$ cat src/common/sdf_pkg.sv
// Function
// - Referencing by tool ignores reference-approach-start
// - Trial run ignores servo-on, reserves inputs seven/eight
// - Seven force bits, servo-on through quick stop
// - Set force bit holds function at one, except servo-on during trial run
// - Force bit beats any mapped physical input
// - Seven status signals assignable to outputs
// - Ready high only when ready, no fault, enabled
// - Fault output follows fault state, every mode
// - In-position only in position modes, within window
// - Zero speed sets at threshold, clears above hysteresis
// - Speed reached only in speed mode, within range
// - Torque limit reached outside torque mode only
// - Speed limit reached outside torque mode, 10 rpm
package sdf_pkg;
	localparam int N_DI   = 8;
	localparam int N_FUNC = 8;
	localparam int N_DO   = 6;
	localparam int N_FLAG = 7;
	localparam int SEL_W  = 4;

	// Register byte offsets
	localparam logic [7:0] OFS_FORCE      = 8'h00;
	localparam logic [7:0] OFS_FUNC_MAP   = 8'h04;
	localparam logic [7:0] OFS_TOOL_CTRL  = 8'h08;
	localparam logic [7:0] OFS_INP_WIN    = 8'h0c;
	localparam logic [7:0] OFS_ZSP_THR    = 8'h10;
	localparam logic [7:0] OFS_VELOCITY_REACHED_FLAG_RANGE = 8'h14;
	localparam logic [7:0] OFS_DO_SEL     = 8'h18;
	localparam logic [7:0] OFS_FUNC_STATE = 8'h1c;
	localparam logic [7:0] OFS_DO_STATE   = 8'h20;
	localparam logic [7:0] OFS_IRQ_STAT   = 8'h24;
	localparam logic [7:0] OFS_IRQ_MASK   = 8'h28;

	// Field positions
	localparam int CTRL_REF_BIT   = 0;
	localparam int CTRL_TRIAL_BIT = 1;
	localparam int FST_TOOL_LSB   = 8;
	localparam int FST_DIN_LSB    = 16;
	localparam int DST_PIN_LSB    = 16;

	// Function indices, equal to force mask bit positions except reference approach start (no force bit)
	localparam int FN_SON  = 0;
	localparam int FN_EMERGENCY_QUICK_STOP = 6;
	localparam int FN_REFERENCE_APPROACH_START = 7;

	// Control modes
	localparam logic [1:0] MODE_PTI  = 2'h0;
	localparam logic [1:0] MODE_INTERNAL_POSITION_MODE = 2'h1;
	localparam logic [1:0] MODE_SPD  = 2'h2;
	localparam logic [1:0] MODE_TRQ  = 2'h3;

	// Reset values
	localparam logic [6:0]  FORCE_RST      = 7'h00;
	localparam logic [31:0] FUNC_MAP_RST   = 32'h87654321;
	localparam logic [1:0]  TOOL_CTRL_RST  = 2'h0;
	localparam logic [15:0] INP_WIN_RST    = 16'h0028;
	localparam logic [15:0] ZSP_THR_RST    = 16'h000a;
	localparam logic [15:0] VELOCITY_REACHED_FLAG_RANGE_RST = 16'h000a;
	localparam logic [23:0] DO_SEL_RST     = 24'h654321;

	// Hysteresis bands
	localparam logic [15:0] SPD_HYST_RPM = 16'h000a;
	localparam logic [15:0] TRQ_HYST     = 16'h0010;

	function automatic logic [SEL_W-1:0] sdf_nib(input logic [31:0] w, input int unsigned i);
		return w[i*SEL_W +: SEL_W];
	endfunction

	function automatic logic [16:0] sdf_abs(input logic [16:0] v);
		return v[16] ? 17'(~v + 17'h1) : v;
	endfunction
endpackage

$ cat src/common/sdf_core_if.sv
`timescale 1ns/1ps
interface sdf_core_if;
	import sdf_pkg::*;
	logic [N_DI-1:0]   din;
	logic [6:0]        force_mask;
	logic [31:0]       func_map;
	logic              tool_ref;
	logic              tool_trial;
	logic [N_FUNC-1:0] funcs;
	logic [1:0]        tool_di;
	logic [1:0]        mode;
	logic              fault;
	logic              enable;
	logic              core_ready;
	logic [15:0]       follow_err;
	logic [15:0]       speed_act;
	logic [15:0]       speed_set;
	logic [15:0]       speed_lim;
	logic [15:0]       torque_act;
	logic [15:0]       lim_pos;
	logic [15:0]       lim_neg;
	logic [15:0]       lim_ana;
	logic [15:0]       inp_win;
	logic [15:0]       zsp_thr;
	logic [15:0]       velocity_reached_flag_range;
	logic [N_FLAG-1:0] flags;

	modport top (output din, force_mask, func_map, tool_ref, tool_trial, mode, fault, enable,
		core_ready, follow_err, speed_act, speed_set, speed_lim, torque_act, lim_pos,
		lim_neg, lim_ana, inp_win, zsp_thr, velocity_reached_flag_range, input funcs, tool_di, flags);
	modport fmap (input din, force_mask, func_map, tool_ref, tool_trial, output funcs, tool_di);
	modport stat (input mode, fault, enable, core_ready, follow_err, speed_act, speed_set,
		speed_lim, torque_act, lim_pos, lim_neg, lim_ana, inp_win, zsp_thr, velocity_reached_flag_range,
		output flags);
endinterface

$ cat src/hw/sdf_force_map.sv
`timescale 1ns/1ps
module sdf_force_map
	import sdf_pkg::*;
(
	// Core link
	sdf_core_if.fmap cif
);
	wire [N_FUNC-1:0] phys;

	genvar f;
	generate
		for (f = 0; f < N_FUNC; f++) begin : g_fn
			wire [SEL_W-1:0] sel      = sdf_nib(cif.func_map, f);
			wire             hit      = (sel != 4'h0) && (sel <= 4'(N_DI));
			wire [2:0]       idx      = 3'(sel - 4'h1);
			wire             reserved = cif.tool_trial && (idx >= 3'h6);
			assign phys[f] = hit && !reserved && cif.din[idx];
			if (f == FN_SON) begin : g_son
				assign cif.funcs[f] = !cif.tool_trial && (cif.force_mask[f] || phys[f]);
			end else if (f == FN_REFERENCE_APPROACH_START) begin : g_reference_approach_start
				assign cif.funcs[f] = !cif.tool_ref && phys[f];
			end else begin : g_forced
				assign cif.funcs[f] = cif.force_mask[f] || phys[f];
			end
		end
	endgenerate

	assign cif.tool_di = cif.tool_trial ? cif.din[7:6] : 2'h0;
endmodule

$ cat src/hw/sdf_status_gen.sv
`timescale 1ns/1ps
module sdf_status_gen
	import sdf_pkg::*;
(
	// Clock and reset
	input  wire logic clk,
	input  wire logic arst_n,
	// Core link
	sdf_core_if.stat  cif
);
	logic zero_velocity_flag;
	logic velocity_reached_flag;

	wire [16:0] spd_abs  = sdf_abs({cif.speed_act[15], cif.speed_act});
	wire [16:0] trq_abs  = sdf_abs({cif.torque_act[15], cif.torque_act});
	wire [16:0] err_abs  = sdf_abs({cif.follow_err[15], cif.follow_err});
	wire [16:0] diff_abs = sdf_abs({cif.speed_act[15], cif.speed_act}
		- {cif.speed_set[15], cif.speed_set});
	wire [16:0] zsp_hi   = {1'b0, cif.zsp_thr} + {1'b0, SPD_HYST_RPM};
	wire [16:0] velocity_reached_flag_hi  = {1'b0, cif.velocity_reached_flag_range} + {1'b0, SPD_HYST_RPM};
	wire [16:0] trq_near = trq_abs + {1'b0, TRQ_HYST};
	wire [16:0] spd_near = spd_abs + {1'b0, SPD_HYST_RPM};
	wire        pos_mode = (cif.mode == MODE_PTI) || (cif.mode == MODE_INTERNAL_POSITION_MODE);
	wire        trq_lim  = (!cif.torque_act[15] && trq_near >= {1'b0, cif.lim_pos})
		|| (cif.torque_act[15] && trq_near >= {1'b0, cif.lim_neg})
		|| (trq_near >= {1'b0, cif.lim_ana});

	always_ff @(posedge clk or negedge arst_n) begin
		if (!arst_n) begin
			zero_velocity_flag <= 1'b0;
		end else if (spd_abs <= {1'b0, cif.zsp_thr}) begin
			zero_velocity_flag <= 1'b1;
		end else if (spd_abs > zsp_hi) begin
			zero_velocity_flag <= 1'b0;
		end
	end

	always_ff @(posedge clk or negedge arst_n) begin
		if (!arst_n) begin
			velocity_reached_flag <= 1'b0;
		end else if (diff_abs <= {1'b0, cif.velocity_reached_flag_range}) begin
			velocity_reached_flag <= 1'b1;
		end else if (diff_abs > velocity_reached_flag_hi) begin
			velocity_reached_flag <= 1'b0;
		end
	end

	assign cif.flags[0] = cif.core_ready && !cif.fault && cif.enable;
	assign cif.flags[1] = cif.fault;
	assign cif.flags[2] = pos_mode && (err_abs <= {1'b0, cif.inp_win});
	assign cif.flags[3] = zero_velocity_flag;
	assign cif.flags[4] = (cif.mode == MODE_SPD) && velocity_reached_flag;
	assign cif.flags[5] = (cif.mode != MODE_TRQ) && trq_lim;
	assign cif.flags[6] = (cif.mode != MODE_TRQ) && (spd_near >= {1'b0, cif.speed_lim});
endmodule

$ cat src/hw/sdf_top.sv
// Design decisions made here: the placing of the registers and the address-and-strobe port.
`timescale 1ns/1ps
module sdf_top
	import sdf_pkg::*;
(
	// Clock and reset
	input  wire logic              clk,
	input  wire logic              arst_n,
	// Register bus
	input  wire logic [7:0]        bus_addr,
	input  wire logic [31:0]       bus_wdata,
	input  wire logic              bus_wr,
	input  wire logic              bus_rd,
	output logic      [31:0]       bus_rdata,
	// Digital input pins
	input  wire logic [N_DI-1:0]   din_pin,
	// Drive core state
	input  wire logic [1:0]        drv_mode,
	input  wire logic              drv_fault,
	input  wire logic              drv_enable,
	input  wire logic              drv_core_ready,
	input  wire logic [15:0]       drv_follow_err,
	input  wire logic [15:0]       drv_speed_act,
	input  wire logic [15:0]       drv_speed_set,
	input  wire logic [15:0]       drv_speed_lim,
	input  wire logic [15:0]       drv_torque_act,
	input  wire logic [15:0]       drv_lim_pos,
	input  wire logic [15:0]       drv_lim_neg,
	input  wire logic [15:0]       drv_lim_ana,
	// Resolved input functions
	output logic      [N_FUNC-1:0] func_out,
	output logic      [1:0]        tool_di_out,
	// Digital output pins
	output logic      [N_DO-1:0]   do_pin,
	// Interrupt
	output logic                   irq
);
	////////////////////////////////////////////////////////////////////////////
	// Input pin synchroniser

	logic [N_DI-1:0] din_meta;
	logic [N_DI-1:0] din_sync;

	always_ff @(posedge clk or negedge arst_n) begin
		if (!arst_n) begin
			din_meta <= '0;
			din_sync <= '0;
		end else begin
			din_meta <= din_pin;
			din_sync <= din_meta;
		end
	end

	////////////////////////////////////////////////////////////////////////////
	// Registers

	logic [6:0]        force_mask;
	logic [31:0]       func_map;
	logic [1:0]        tool_ctrl;
	logic [15:0]       inp_win;
	logic [15:0]       zsp_thr;
	logic [15:0]       velocity_reached_flag_range;
	logic [23:0]       do_sel;
	logic [N_FLAG-1:0] irq_stat;
	logic [N_FLAG-1:0] irq_mask;
	logic [N_FLAG-1:0] flags_q;

	wire wr_force  = bus_wr && (bus_addr == OFS_FORCE);
	wire wr_map    = bus_wr && (bus_addr == OFS_FUNC_MAP);
	wire wr_ctrl   = bus_wr && (bus_addr == OFS_TOOL_CTRL);
	wire wr_inp    = bus_wr && (bus_addr == OFS_INP_WIN);
	wire wr_zsp    = bus_wr && (bus_addr == OFS_ZSP_THR);
	wire wr_velocity_reached_flag   = bus_wr && (bus_addr == OFS_VELOCITY_REACHED_FLAG_RANGE);
	wire wr_do_sel = bus_wr && (bus_addr == OFS_DO_SEL);
	wire wr_istat  = bus_wr && (bus_addr == OFS_IRQ_STAT);
	wire wr_imask  = bus_wr && (bus_addr == OFS_IRQ_MASK);

	always_ff @(posedge clk or negedge arst_n) begin
		if (!arst_n) begin
			force_mask <= FORCE_RST;
		end else if (wr_force) begin
			force_mask <= bus_wdata[6:0];
		end
	end

	always_ff @(posedge clk or negedge arst_n) begin
		if (!arst_n) begin
			func_map <= FUNC_MAP_RST;
		end else if (wr_map) begin
			func_map <= bus_wdata;
		end
	end

	always_ff @(posedge clk or negedge arst_n) begin
		if (!arst_n) begin
			tool_ctrl <= TOOL_CTRL_RST;
		end else if (wr_ctrl) begin
			tool_ctrl <= bus_wdata[1:0];
		end
	end

	always_ff @(posedge clk or negedge arst_n) begin
		if (!arst_n) begin
			inp_win <= INP_WIN_RST;
		end else if (wr_inp) begin
			inp_win <= bus_wdata[15:0];
		end
	end

	always_ff @(posedge clk or negedge arst_n) begin
		if (!arst_n) begin
			zsp_thr <= ZSP_THR_RST;
		end else if (wr_zsp) begin
			zsp_thr <= bus_wdata[15:0];
		end
	end

	always_ff @(posedge clk or negedge arst_n) begin
		if (!arst_n) begin
			velocity_reached_flag_range <= VELOCITY_REACHED_FLAG_RANGE_RST;
		end else if (wr_velocity_reached_flag) begin
			velocity_reached_flag_range <= bus_wdata[15:0];
		end
	end

	always_ff @(posedge clk or negedge arst_n) begin
		if (!arst_n) begin
			do_sel <= DO_SEL_RST;
		end else if (wr_do_sel) begin
			do_sel <= bus_wdata[23:0];
		end
	end

	always_ff @(posedge clk or negedge arst_n) begin
		if (!arst_n) begin
			irq_mask <= '0;
		end else if (wr_imask) begin
			irq_mask <= bus_wdata[N_FLAG-1:0];
		end
	end

	////////////////////////////////////////////////////////////////////////////
	// Force, mapping and status cores

	sdf_core_if cif ();

	assign cif.din        = din_sync;
	assign cif.force_mask = force_mask;
	assign cif.func_map   = func_map;
	assign cif.tool_ref   = tool_ctrl[CTRL_REF_BIT];
	assign cif.tool_trial = tool_ctrl[CTRL_TRIAL_BIT];
	assign cif.mode       = drv_mode;
	assign cif.fault      = drv_fault;
	assign cif.enable     = drv_enable;
	assign cif.core_ready = drv_core_ready;
	assign cif.follow_err = drv_follow_err;
	assign cif.speed_act  = drv_speed_act;
	assign cif.speed_set  = drv_speed_set;
	assign cif.speed_lim  = drv_speed_lim;
	assign cif.torque_act = drv_torque_act;
	assign cif.lim_pos    = drv_lim_pos;
	assign cif.lim_neg    = drv_lim_neg;
	assign cif.lim_ana    = drv_lim_ana;
	assign cif.inp_win    = inp_win;
	assign cif.zsp_thr    = zsp_thr;
	assign cif.velocity_reached_flag_range = velocity_reached_flag_range;

	sdf_force_map u_force_map (
		.cif (cif.fmap)
	);

	sdf_status_gen u_status_gen (
		.clk    (clk),
		.arst_n (arst_n),
		.cif    (cif.stat)
	);

	////////////////////////////////////////////////////////////////////////////
	// Registered functions towards the drive core

	always_ff @(posedge clk or negedge arst_n) begin
		if (!arst_n) begin
			func_out    <= '0;
			tool_di_out <= 2'h0;
		end else begin
			func_out    <= cif.funcs;
			tool_di_out <= cif.tool_di;
		end
	end

	////////////////////////////////////////////////////////////////////////////
	// Output signal routing

	// Code 0 is off, codes 1..7 the flags, codes 8..15 read as zero
	wire [15:0] sig_vec = {8'h00, flags_q, 1'b0};

	genvar d;
	generate
		for (d = 0; d < N_DO; d++) begin : g_do
			wire [SEL_W-1:0] sel = sdf_nib({8'h00, do_sel}, d);
			always_ff @(posedge clk or negedge arst_n) begin
				if (!arst_n) begin
					do_pin[d] <= 1'b0;
				end else begin
					do_pin[d] <= sig_vec[sel];
				end
			end
		end
	endgenerate

	////////////////////////////////////////////////////////////////////////////
	// Interrupts

	wire [N_FLAG-1:0] flag_rise      = cif.flags & ~flags_q;
	wire [N_FLAG-1:0] istat_clr      = wr_istat ? bus_wdata[N_FLAG-1:0] : '0;
	// Set beats a simultaneous clear
	wire [N_FLAG-1:0] next_irq_stat  = (irq_stat & ~istat_clr) | flag_rise;

	always_ff @(posedge clk or negedge arst_n) begin
		if (!arst_n) begin
			flags_q  <= '0;
			irq_stat <= '0;
			irq      <= 1'b0;
		end else begin
			flags_q  <= cif.flags;
			irq_stat <= next_irq_stat;
			irq      <= |(next_irq_stat & irq_mask);
		end
	end

	////////////////////////////////////////////////////////////////////////////
	// Read back

	wire [31:0] func_state = {8'h00, din_sync, 6'h00, tool_di_out, func_out};
	wire [31:0] do_state   = {10'h000, do_pin, sig_vec};

	logic [31:0] rd_mux;

	always_comb begin
		unique case (bus_addr)
			OFS_FORCE:      rd_mux = {25'h0, force_mask};
			OFS_FUNC_MAP:   rd_mux = func_map;
			OFS_TOOL_CTRL:  rd_mux = {30'h0, tool_ctrl};
			OFS_INP_WIN:    rd_mux = {16'h0, inp_win};
			OFS_ZSP_THR:    rd_mux = {16'h0, zsp_thr};
			OFS_VELOCITY_REACHED_FLAG_RANGE: rd_mux = {16'h0, velocity_reached_flag_range};
			OFS_DO_SEL:     rd_mux = {8'h00, do_sel};
			OFS_FUNC_STATE: rd_mux = func_state;
			OFS_DO_STATE:   rd_mux = do_state;
			OFS_IRQ_STAT:   rd_mux = {25'h0, irq_stat};
			OFS_IRQ_MASK:   rd_mux = {25'h0, irq_mask};
			default:        rd_mux = 32'h0;
		endcase
	end

	always_ff @(posedge clk or negedge arst_n) begin
		if (!arst_n) begin
			bus_rdata <= 32'h0;
		end else begin
			bus_rdata <= bus_rd ? rd_mux : 32'h0;
		end
	end
endmodule

$ cat config.mk
export PLATFORM = sky130hd
export DESIGN_NAME = sdf_top
export DESIGN_NICKNAME = d
export VERILOG_FILES = /design/src/common/sdf_pkg.sv /design/src/common/sdf_core_if.sv /design/src/hw/sdf_force_map.sv /design/src/hw/sdf_status_gen.sv /design/src/hw/sdf_top.sv
export SDC_FILE = /design/constraint.sdc
export NUM_CORES = 1
export LEC_CHECK = 0
export ABC_AREA = 1
export ABC_CLOCK_PERIOD_IN_PS = 3250
export BUFFER_PORTS_ARGS = -buffer_cell sky130_fd_sc_hd__buf_2
export CAP_MARGIN = 20
export CORE_ASPECT_RATIO = 1.75
export CORE_MARGIN = 8
export CORE_UTILIZATION = 47
export CTS_CLUSTER_DIAMETER = 80
export CTS_CLUSTER_SIZE = 16
export DETAILED_ROUTE_END_ITERATION = 10
export PLACE_DENSITY = 0.67
export REMOVE_ABC_BUFFERS = 1
export SKIP_LAST_GASP = 1
export SYNTH_ARGS = -nofsm -noshare
export SYNTH_HDL_FRONTEND = slang
export SYNTH_SLANG_ARGS = --single-unit
$ cat constraint.sdc
create_clock -name clk -period 3.25 [get_ports clk]
set_input_delay 0.1625 -clock clk [delete_from_list [all_inputs] [get_ports clk]]
set_output_delay 0.1625 -clock clk [all_outputs]
set_load 0.02 [all_outputs]
# Word level (Yosys, flattened, before mapping)
# Cells that the tools add are included.
[op_classes]
addsub = 17
magnitude_cmp = 39
n_eq_ne = 13
mux = 40
bitwise = 10
reduce_logical = 86
[op_table]
columns = ["operator", "count"]
rows = [
  ["$pmux 32 s11", 1],
  ["$add 17x1->17 const B", 4],
  ["$ge 17x16->1", 4],
  ["$mux 17", 4],
  ["$not 17->17", 4],
  ["$le 17x16->1", 3],
  ["$logic_and 1x1->1", 51],
  ["$add 16x4->17 const B", 2],
  ["$gt 17x17->1", 2],
  ["$eq 8x5->1 const B", 4],
  ["$le 4x4->1 const B", 8],
  ["$lt 3x4->1 const B", 8],
  ["$mux 32", 1],
  ["$reduce_bool 4->1", 8],
  ["$lt 4x5->1 const B", 6],
  ["$bmux 1 s3", 8],
  ["$bmux 1 s4", 6],
  ["$eq 8x6->1 const B", 3],
  ["$ge 3x3->1 const B", 8],
  ["$sub 3x1->3 const B", 8],
  ["$and 7x7->7", 3],
  ["$mux 1", 18],
  ["$add 17x4->17 const B", 1],
  ["$add 17x5->17 const B", 1],
  ["16 further kinds", 39],
]
[word_totals]
reg_bits = 201
inputBits = 185
out_inout_bits = 49
word_cells = 229

# Longest topological paths before layout
[depth]
word_depth = 13
depth_mapped = 30
mapped_depth_nobuf = 30

# Modules after synthesis
# From an unflattened synthesis, not the netlist that was laid out.
[unflattened]
cells_unflattened = 2526
area_unflattened_um2 = 17434.2
[modules_own_cells]
columns = ["module", "n_inst", "cells_each", "area_per_inst_um2", "seq_area_each_um2"]
rows = [
  ["sdf_top", 1, 958, 8485.6, 5014.8],
  ["sdf_status_gen", 1, 1327, 7708.6, 50.0],
  ["sdf_force_map", 1, 241, 1239.9, 0.0],
]

# Least setup slack after synthesis
# No wires, ideal clock.
[synth_timing]
kind = "input -> register"
startpoint = "in drv_speed_act[0]"
endpoint = "reg u_status_gen.velocity_reached_flag"
setup_ns = 0.065
t_arrival_ns = 2.997
required_time_ns = 3.185
slack_ns = 0.187
cell_stages = 26
path_buffers = 0
cell_sequence = "inv_1 ha_1 inv_1 fa_1 inv_1 ha_1 inv_1 nor2_1 nand3_1 and2b_4 nand2_1 nor2_2 nor2_1 xnor2_1 ha_1 a21oi_1 nor2_1 a211oi_1 nand2_1 nand2_1 nand2_1 nand2_1 nand2_1 nand2_1 nand2_1 nand2_1"
[synth_between]
elab_chain_len = 6
word_cells_on_any_way = 8
cone_classes = "add/sub: 2; order compare: 2; mux: 2; bitwise: 1; reduce/logical: 1"
[synth_lines]
columns = ["item", "line_no", "text"]
rows = [
  ["from (decl)", "sdf_top.sv:23", "input wire logic [15:0] drv_speed_act,"],
  ["$sub 16x16->17 *", "sdf_status_gen.sv:18", "- {cif.speed_set[15], cif.speed_set});"],
  ["$not 17->17", "sdf_pkg.sv:71", "return v[16] ? 17'(~v + 17'h1) : v;"],
  ["$add 17x1->17", "sdf_pkg.sv:71", ""],
  ["$mux 17 *", "sdf_pkg.sv:71", ""],
  ["$le 17x16->1 / $gt 17x17->1 (equally long branches)", "sdf_status_gen.sv:41, sdf_status_gen.sv:43", ""],
  ["$mux 1 / $reduce_bool 2->1 (equally long branches)", "n/a", ""],
  ["to (signal assigned)", "sdf_status_gen.sv:40", "velocity_reached_flag <= 1'b0;"],
  ["to (signal assigned)", "sdf_status_gen.sv:42", "velocity_reached_flag <= 1'b1;"],
  ["to (signal assigned)", "sdf_status_gen.sv:44", "velocity_reached_flag <= 1'b0;"],
  ["to (decl)", "sdf_status_gen.sv:12", "logic velocity_reached_flag;"],
]
# Mark *: on every way between the ends. The rest lies on a longest branch, timed or not.
# A chain may end at the register's enable or synchronous reset.

# Worst setup path in the final report
[layout_timing]
startpoint = "reg zsp_thr[3], in the netlist cif.zsp_thr[3]"
endpoint = "reg u_status_gen.zero_velocity_flag"
[layout_between]
elab_chain_len = 3
word_cells_on_any_way = 5
cone_classes = "add/sub: 1; order compare: 2; mux: 1; reduce/logical: 1"
[layout_lines]
columns = ["item", "line_no", "text"]
rows = [
  ["from (decl)", "sdf_top.sv:61", "logic [15:0] zsp_thr;"],
  ["from (signal assigned)", "sdf_top.sv:114", "zsp_thr <= bus_wdata[15:0];"],
  ["$add 16x4->17", "sdf_status_gen.sv:19", "wire [16:0] zsp_hi = {1'b0, cif.zsp_thr} + {1'b0, SPD_HYST_RPM};"],
  ["$gt 17x17->1", "sdf_status_gen.sv:33", "end else if (spd_abs > zsp_hi) begin"],
  ["$reduce_bool 2->1 (no source line)", "n/a", ""],
  ["to (signal assigned)", "sdf_status_gen.sv:30", "zero_velocity_flag <= 1'b0;"],
  ["to (signal assigned)", "sdf_status_gen.sv:32", "zero_velocity_flag <= 1'b1;"],
  ["to (signal assigned)", "sdf_status_gen.sv:34", "zero_velocity_flag <= 1'b0;"],
  ["to (decl)", "sdf_status_gen.sv:11", "logic zero_velocity_flag;"],
]
# Parallel ways exist; a longest one is shown, timed or not.

==> results.toml <==
[run_status]
result_of_the_run = "completed"

[power_and_ir_drop]
switchingPower_w = 0.00258
clock_power_share_pct = 26.2
power.switching_fraction_pct = 35.3
p_int_w = 0.00473
share_comb_of_total_power_pct = 35.4
power.sequential.fraction_pct = 38.4
p_leak_nw = 10.5
ir_drop_mv = 0.243
power_density_mw_per_mm2 = 364

[sta]
worstMarginPinSlew_ns = 0.977
min_tclk_post_route_ns = 3.09
rsz0062_at_grt = "yes"
timing.final.setup_violations = 0
totalNegativeSetupSlack_ns = 0
postLayoutSetupSlackWorst_ns = 0.157
fin_skew_ns = 0.0223
final-hold-violation-count = 0
timing.final.max_slew_violations = 0
min_period_over_period_pct = 95.2
relSlewSlack_pct = 34.7
maxClockFrequency_mhz = 323

[cells_and_area]
fill_cells = 3413
fin_nets = 3055
antenna_cells = 0
area_growth_pct = 21.9
drive_gt1_share_pct = 18.5

[yosys]
synthCells = 2301
netlist.top_cell.by_area = "sky130_fd_sc_hd__dfrtp_1"
synth_seq_cells = 201
synth.area.top_cells = "sky130_fd_sc_hd__dfrtp_1, sky130_fd_sc_hd__ha_1, sky130_fd_sc_hd__nand2_1, sky130_fd_sc_hd__inv_1, sky130_fd_sc_hd__o21ai_0"
synth_largest_type_area_fraction_pct = 26.3
synth_warnings = 0
synth_edf_count = 0
synth_flop_cell = "sky130_fd_sc_hd__dfrtp_1"
synth_most_common_cell = "sky130_fd_sc_hd__nand2_1"
ys_seq_area_share_pct = 30.7
synthesis.area_per_instance_um2 = 7.17
ys_types = 56
synthArstFlopShare_pct = 100
synth.cell_area_mm2 = 0.0165
synth_commonest_cells = "sky130_fd_sc_hd__nand2_1, sky130_fd_sc_hd__inv_1, sky130_fd_sc_hd__o21ai_0, sky130_fd_sc_hd__ha_1, sky130_fd_sc_hd__dfrtp_1"

[clocking]
clock_tree.root_cell = "sky130_fd_sc_hd__clkbuf_16"
clockBufferDepth = 3
numClockSinks = 201
cts-buffers-inserted = 16
clock_pin_slew_of_the_registers_on_the_worst_case_setup_and_hold_paths_ns = 0.08
insertion_delay_ns = 0.50
cts_htree_levels = 1
tritoncts = "done"

[critical_path]
crit_path_cell_trace = "inv_1 -> o21ai_1 -> nand3_1 -> nor2_1 -> nand4_1 -> nor3_2 -> nand3_1 -> xor2_1 -> ha_1 -> nand4_1 -> buf_4 -> a21oi_1 -> nor2_1 -> nand3_1 -> o41ai_1 -> nand2_1 -> nand2_1"
timing.critical_path.slowest_cell_delay_ns = 0.62
cp-start-kind = "flip-flop"
crit_path_end_kind = "flip-flop"
worstPathMaxFanout = 4
timing.critical_path.mode_cell = "sky130_fd_sc_hd__nand3_1"
crit_slowest_cell = "sky130_fd_sc_hd__dfstp_2"
worst-endpoint-arrival_ns = 3.48
setup.worst_path.class = "flip-flop to flip-flop"
required_time_at_the_endpoint_of_the_critical_path_ns = 3.63

[floorplanning]
floorplan.die_area_mm2 = 0.0416
coreArea_mm2 = 0.0350
floorplan.io_pins = 234
chipHeight_um = 264
rows = 91
die_width_um = 158
initial_core_util_pct = 47.2

[global_routing]
grt_start_max_net_pins = 93
grt_antenna_before_repair = 0
grt_first_pass_wirelength_mm = 89.2
overflow_left_after_global_routing = 0
global_route.usage.total_pct = 27.4
vias_in_the_first_global_route = 17255

[drt]
first_pass_iters = 5
detailed_route_iter0_violations = 1063
routed_wirelength_mm = 57.2
final_antenna_net_count = 0
via_per_inst = 5.33
vias = 16860
drcViolationCount = 0
wl_per_cell_um = 18.1

[min_path]
holdCritPathClass = "primary input to flip-flop"

[place]
finalWeightedCongestion = 0.978
dpl.hpwl_mm = 47.1
placement.io_buffers = 233
dp_worst_setup_slack_ns = -0.286

[flow_run]
reported_max_cap_violation_count = 0
-- logic make-up after synthesis --
| logic type | after synthesis | share of synthesized area (%) |
|---|---|---|
| xor+xnor | 102 | 5.83 |
| simple gates | 928 | 23.9 |
| compound gates | 445 | 15.4 |
| buf+inv | 441 | 10.2 |
| flops | 201 | 30.7 |
| other cells | 1 | 0.0227 |
| fa+ha+maj | 183 | 13.9 |
-- worst max-delay path: cells and delay by family (launching register included) --
kind | cells | cell delay (ns)
compound gates | 3 | 0.35
flops | 1 | 0.62
simple gates | 10 | 1.26
fa+ha+maj | 1 | 0.31
buf+inv | 2 | 0.27
xor+xnor | 1 | 0.17
-- per-layer routing --
metal / vias up / wire [µm] / global-route usage (%)
li1: 8297 / - / -
met1: 7788 / 19600 / 27.1
met2: 578 / 30100 / 51.2
met3: 197 / 2980 / 3.22
met4: 0 / 4500 / 19.8
met5: - / 0 / 0
-- final cells by class --
cell class	instances	area (µm²)	share of cell area [%]
clock buffers	27	463	2.30
clock inverters	1	8.76	0.0436
flip-flops and latches	201	5060	25.2
repair buffers	416	2660	13.2
inverters	393	1480	7.34
well taps	465	582	2.89
multi-input cells	1659	9860	49.0
-- final timing paths --
check	cells after the start	slack, ns	start	to
min in group asynchronous	2	0.28	arst_n	irq_mask[4]
max	17	0.16	cif.zsp_thr[3]	u_status_gen.zero_velocity_flag
max reg2reg	17	0.16	cif.zsp_thr[3]	u_status_gen.zero_velocity_flag
min	3	0.01	bus_rd	bus_rdata[3]
max in group asynchronous	3	1.97	arst_n	cif.zsp_thr[1]
min reg2reg	0	0.35	din_meta[4]	cif.din[4]
-- state kept, by name, indices dropped and copies added (netlist names) --
register / flops
bus_rdata: 32
cif.din: 8
cif.force_mask: 7
cif.func_map: 32
cif.inp_win: 16
cif.velocity_reached_flag_range: 16
cif.zsp_thr: 16
din_meta: 8
do_pin: 6
do_sel: 24
flags_q: 7
func_out: 8
irq: 1
irq_mask: 7
irq_stat: 7
tool_ctrl: 2
tool_di_out: 2
u_status_gen.velocity_reached_flag: 1
u_status_gen.zero_velocity_flag: 1
-- per-stage QoR --
step	utilization [%]	cell area (µm²)	hold WS (ns)	power [W]	cells
final	57.5	20100	0.0104	0.00731	3162
after global placement	54.7	19100	0.273	0.00530	3092
after floorplan	-	16300	-0.133	0.00428	2253
after detailed placement	54.7	19100	0.272	0.00536	3092
after CTS	57.2	20000	0.00500	0.00729	3158
after global routing	57.5	20100	0.0191	0.00778	3162
-- power groups by stage --
stage          combinational, W  sequential, W  clock (W)
2_1_floorplan           0.00148        0.00280          0
3_3_place_gp            0.00245        0.00285          0
3_5_place_dp            0.00251        0.00285          0
4_1_cts                 0.00256        0.00280    0.00193
5_1_grt                 0.00294        0.00281    0.00203
6_report                0.00259        0.00281    0.00192
-- placed cells by master, fill, tap and decap left out, types with 8 or more instances in the layout --
cell type and n:
sky130_fd_sc_hd__a211oi_1 9, sky130_fd_sc_hd__a21oi_1 113, sky130_fd_sc_hd__a221oi_1 24, sky130_fd_sc_hd__buf_2 232
sky130_fd_sc_hd__buf_4 144, sky130_fd_sc_hd__clkbuf_1 10, sky130_fd_sc_hd__clkbuf_16 17, sky130_fd_sc_hd__dfrtp_1 173
sky130_fd_sc_hd__dfstp_2 28, sky130_fd_sc_hd__dlygate4sd3_1 38, sky130_fd_sc_hd__ha_1 182, sky130_fd_sc_hd__inv_1 384
sky130_fd_sc_hd__inv_2 9, sky130_fd_sc_hd__nand2_1 541, sky130_fd_sc_hd__nand3_1 107, sky130_fd_sc_hd__nand4_1 46
sky130_fd_sc_hd__nor2_1 149, sky130_fd_sc_hd__nor2_2 20, sky130_fd_sc_hd__nor3_1 21, sky130_fd_sc_hd__o211ai_1 21
sky130_fd_sc_hd__o21ai_0 206, sky130_fd_sc_hd__o21ai_1 8, sky130_fd_sc_hd__o22ai_1 19, sky130_fd_sc_hd__xnor2_1 19
sky130_fd_sc_hd__xor2_1 73
-- repair_timing --
action | CTS | global route
endpoints found under the hold margin | 125 | 0
buffers inserted | 0 | 4
gates resized for setup | 2 | 24
endpoints found under the setup margin | 1 | 3
hold buffers | 38 | 0
pin swaps | 0 | 8
Power figures use the tool's default switching activity.
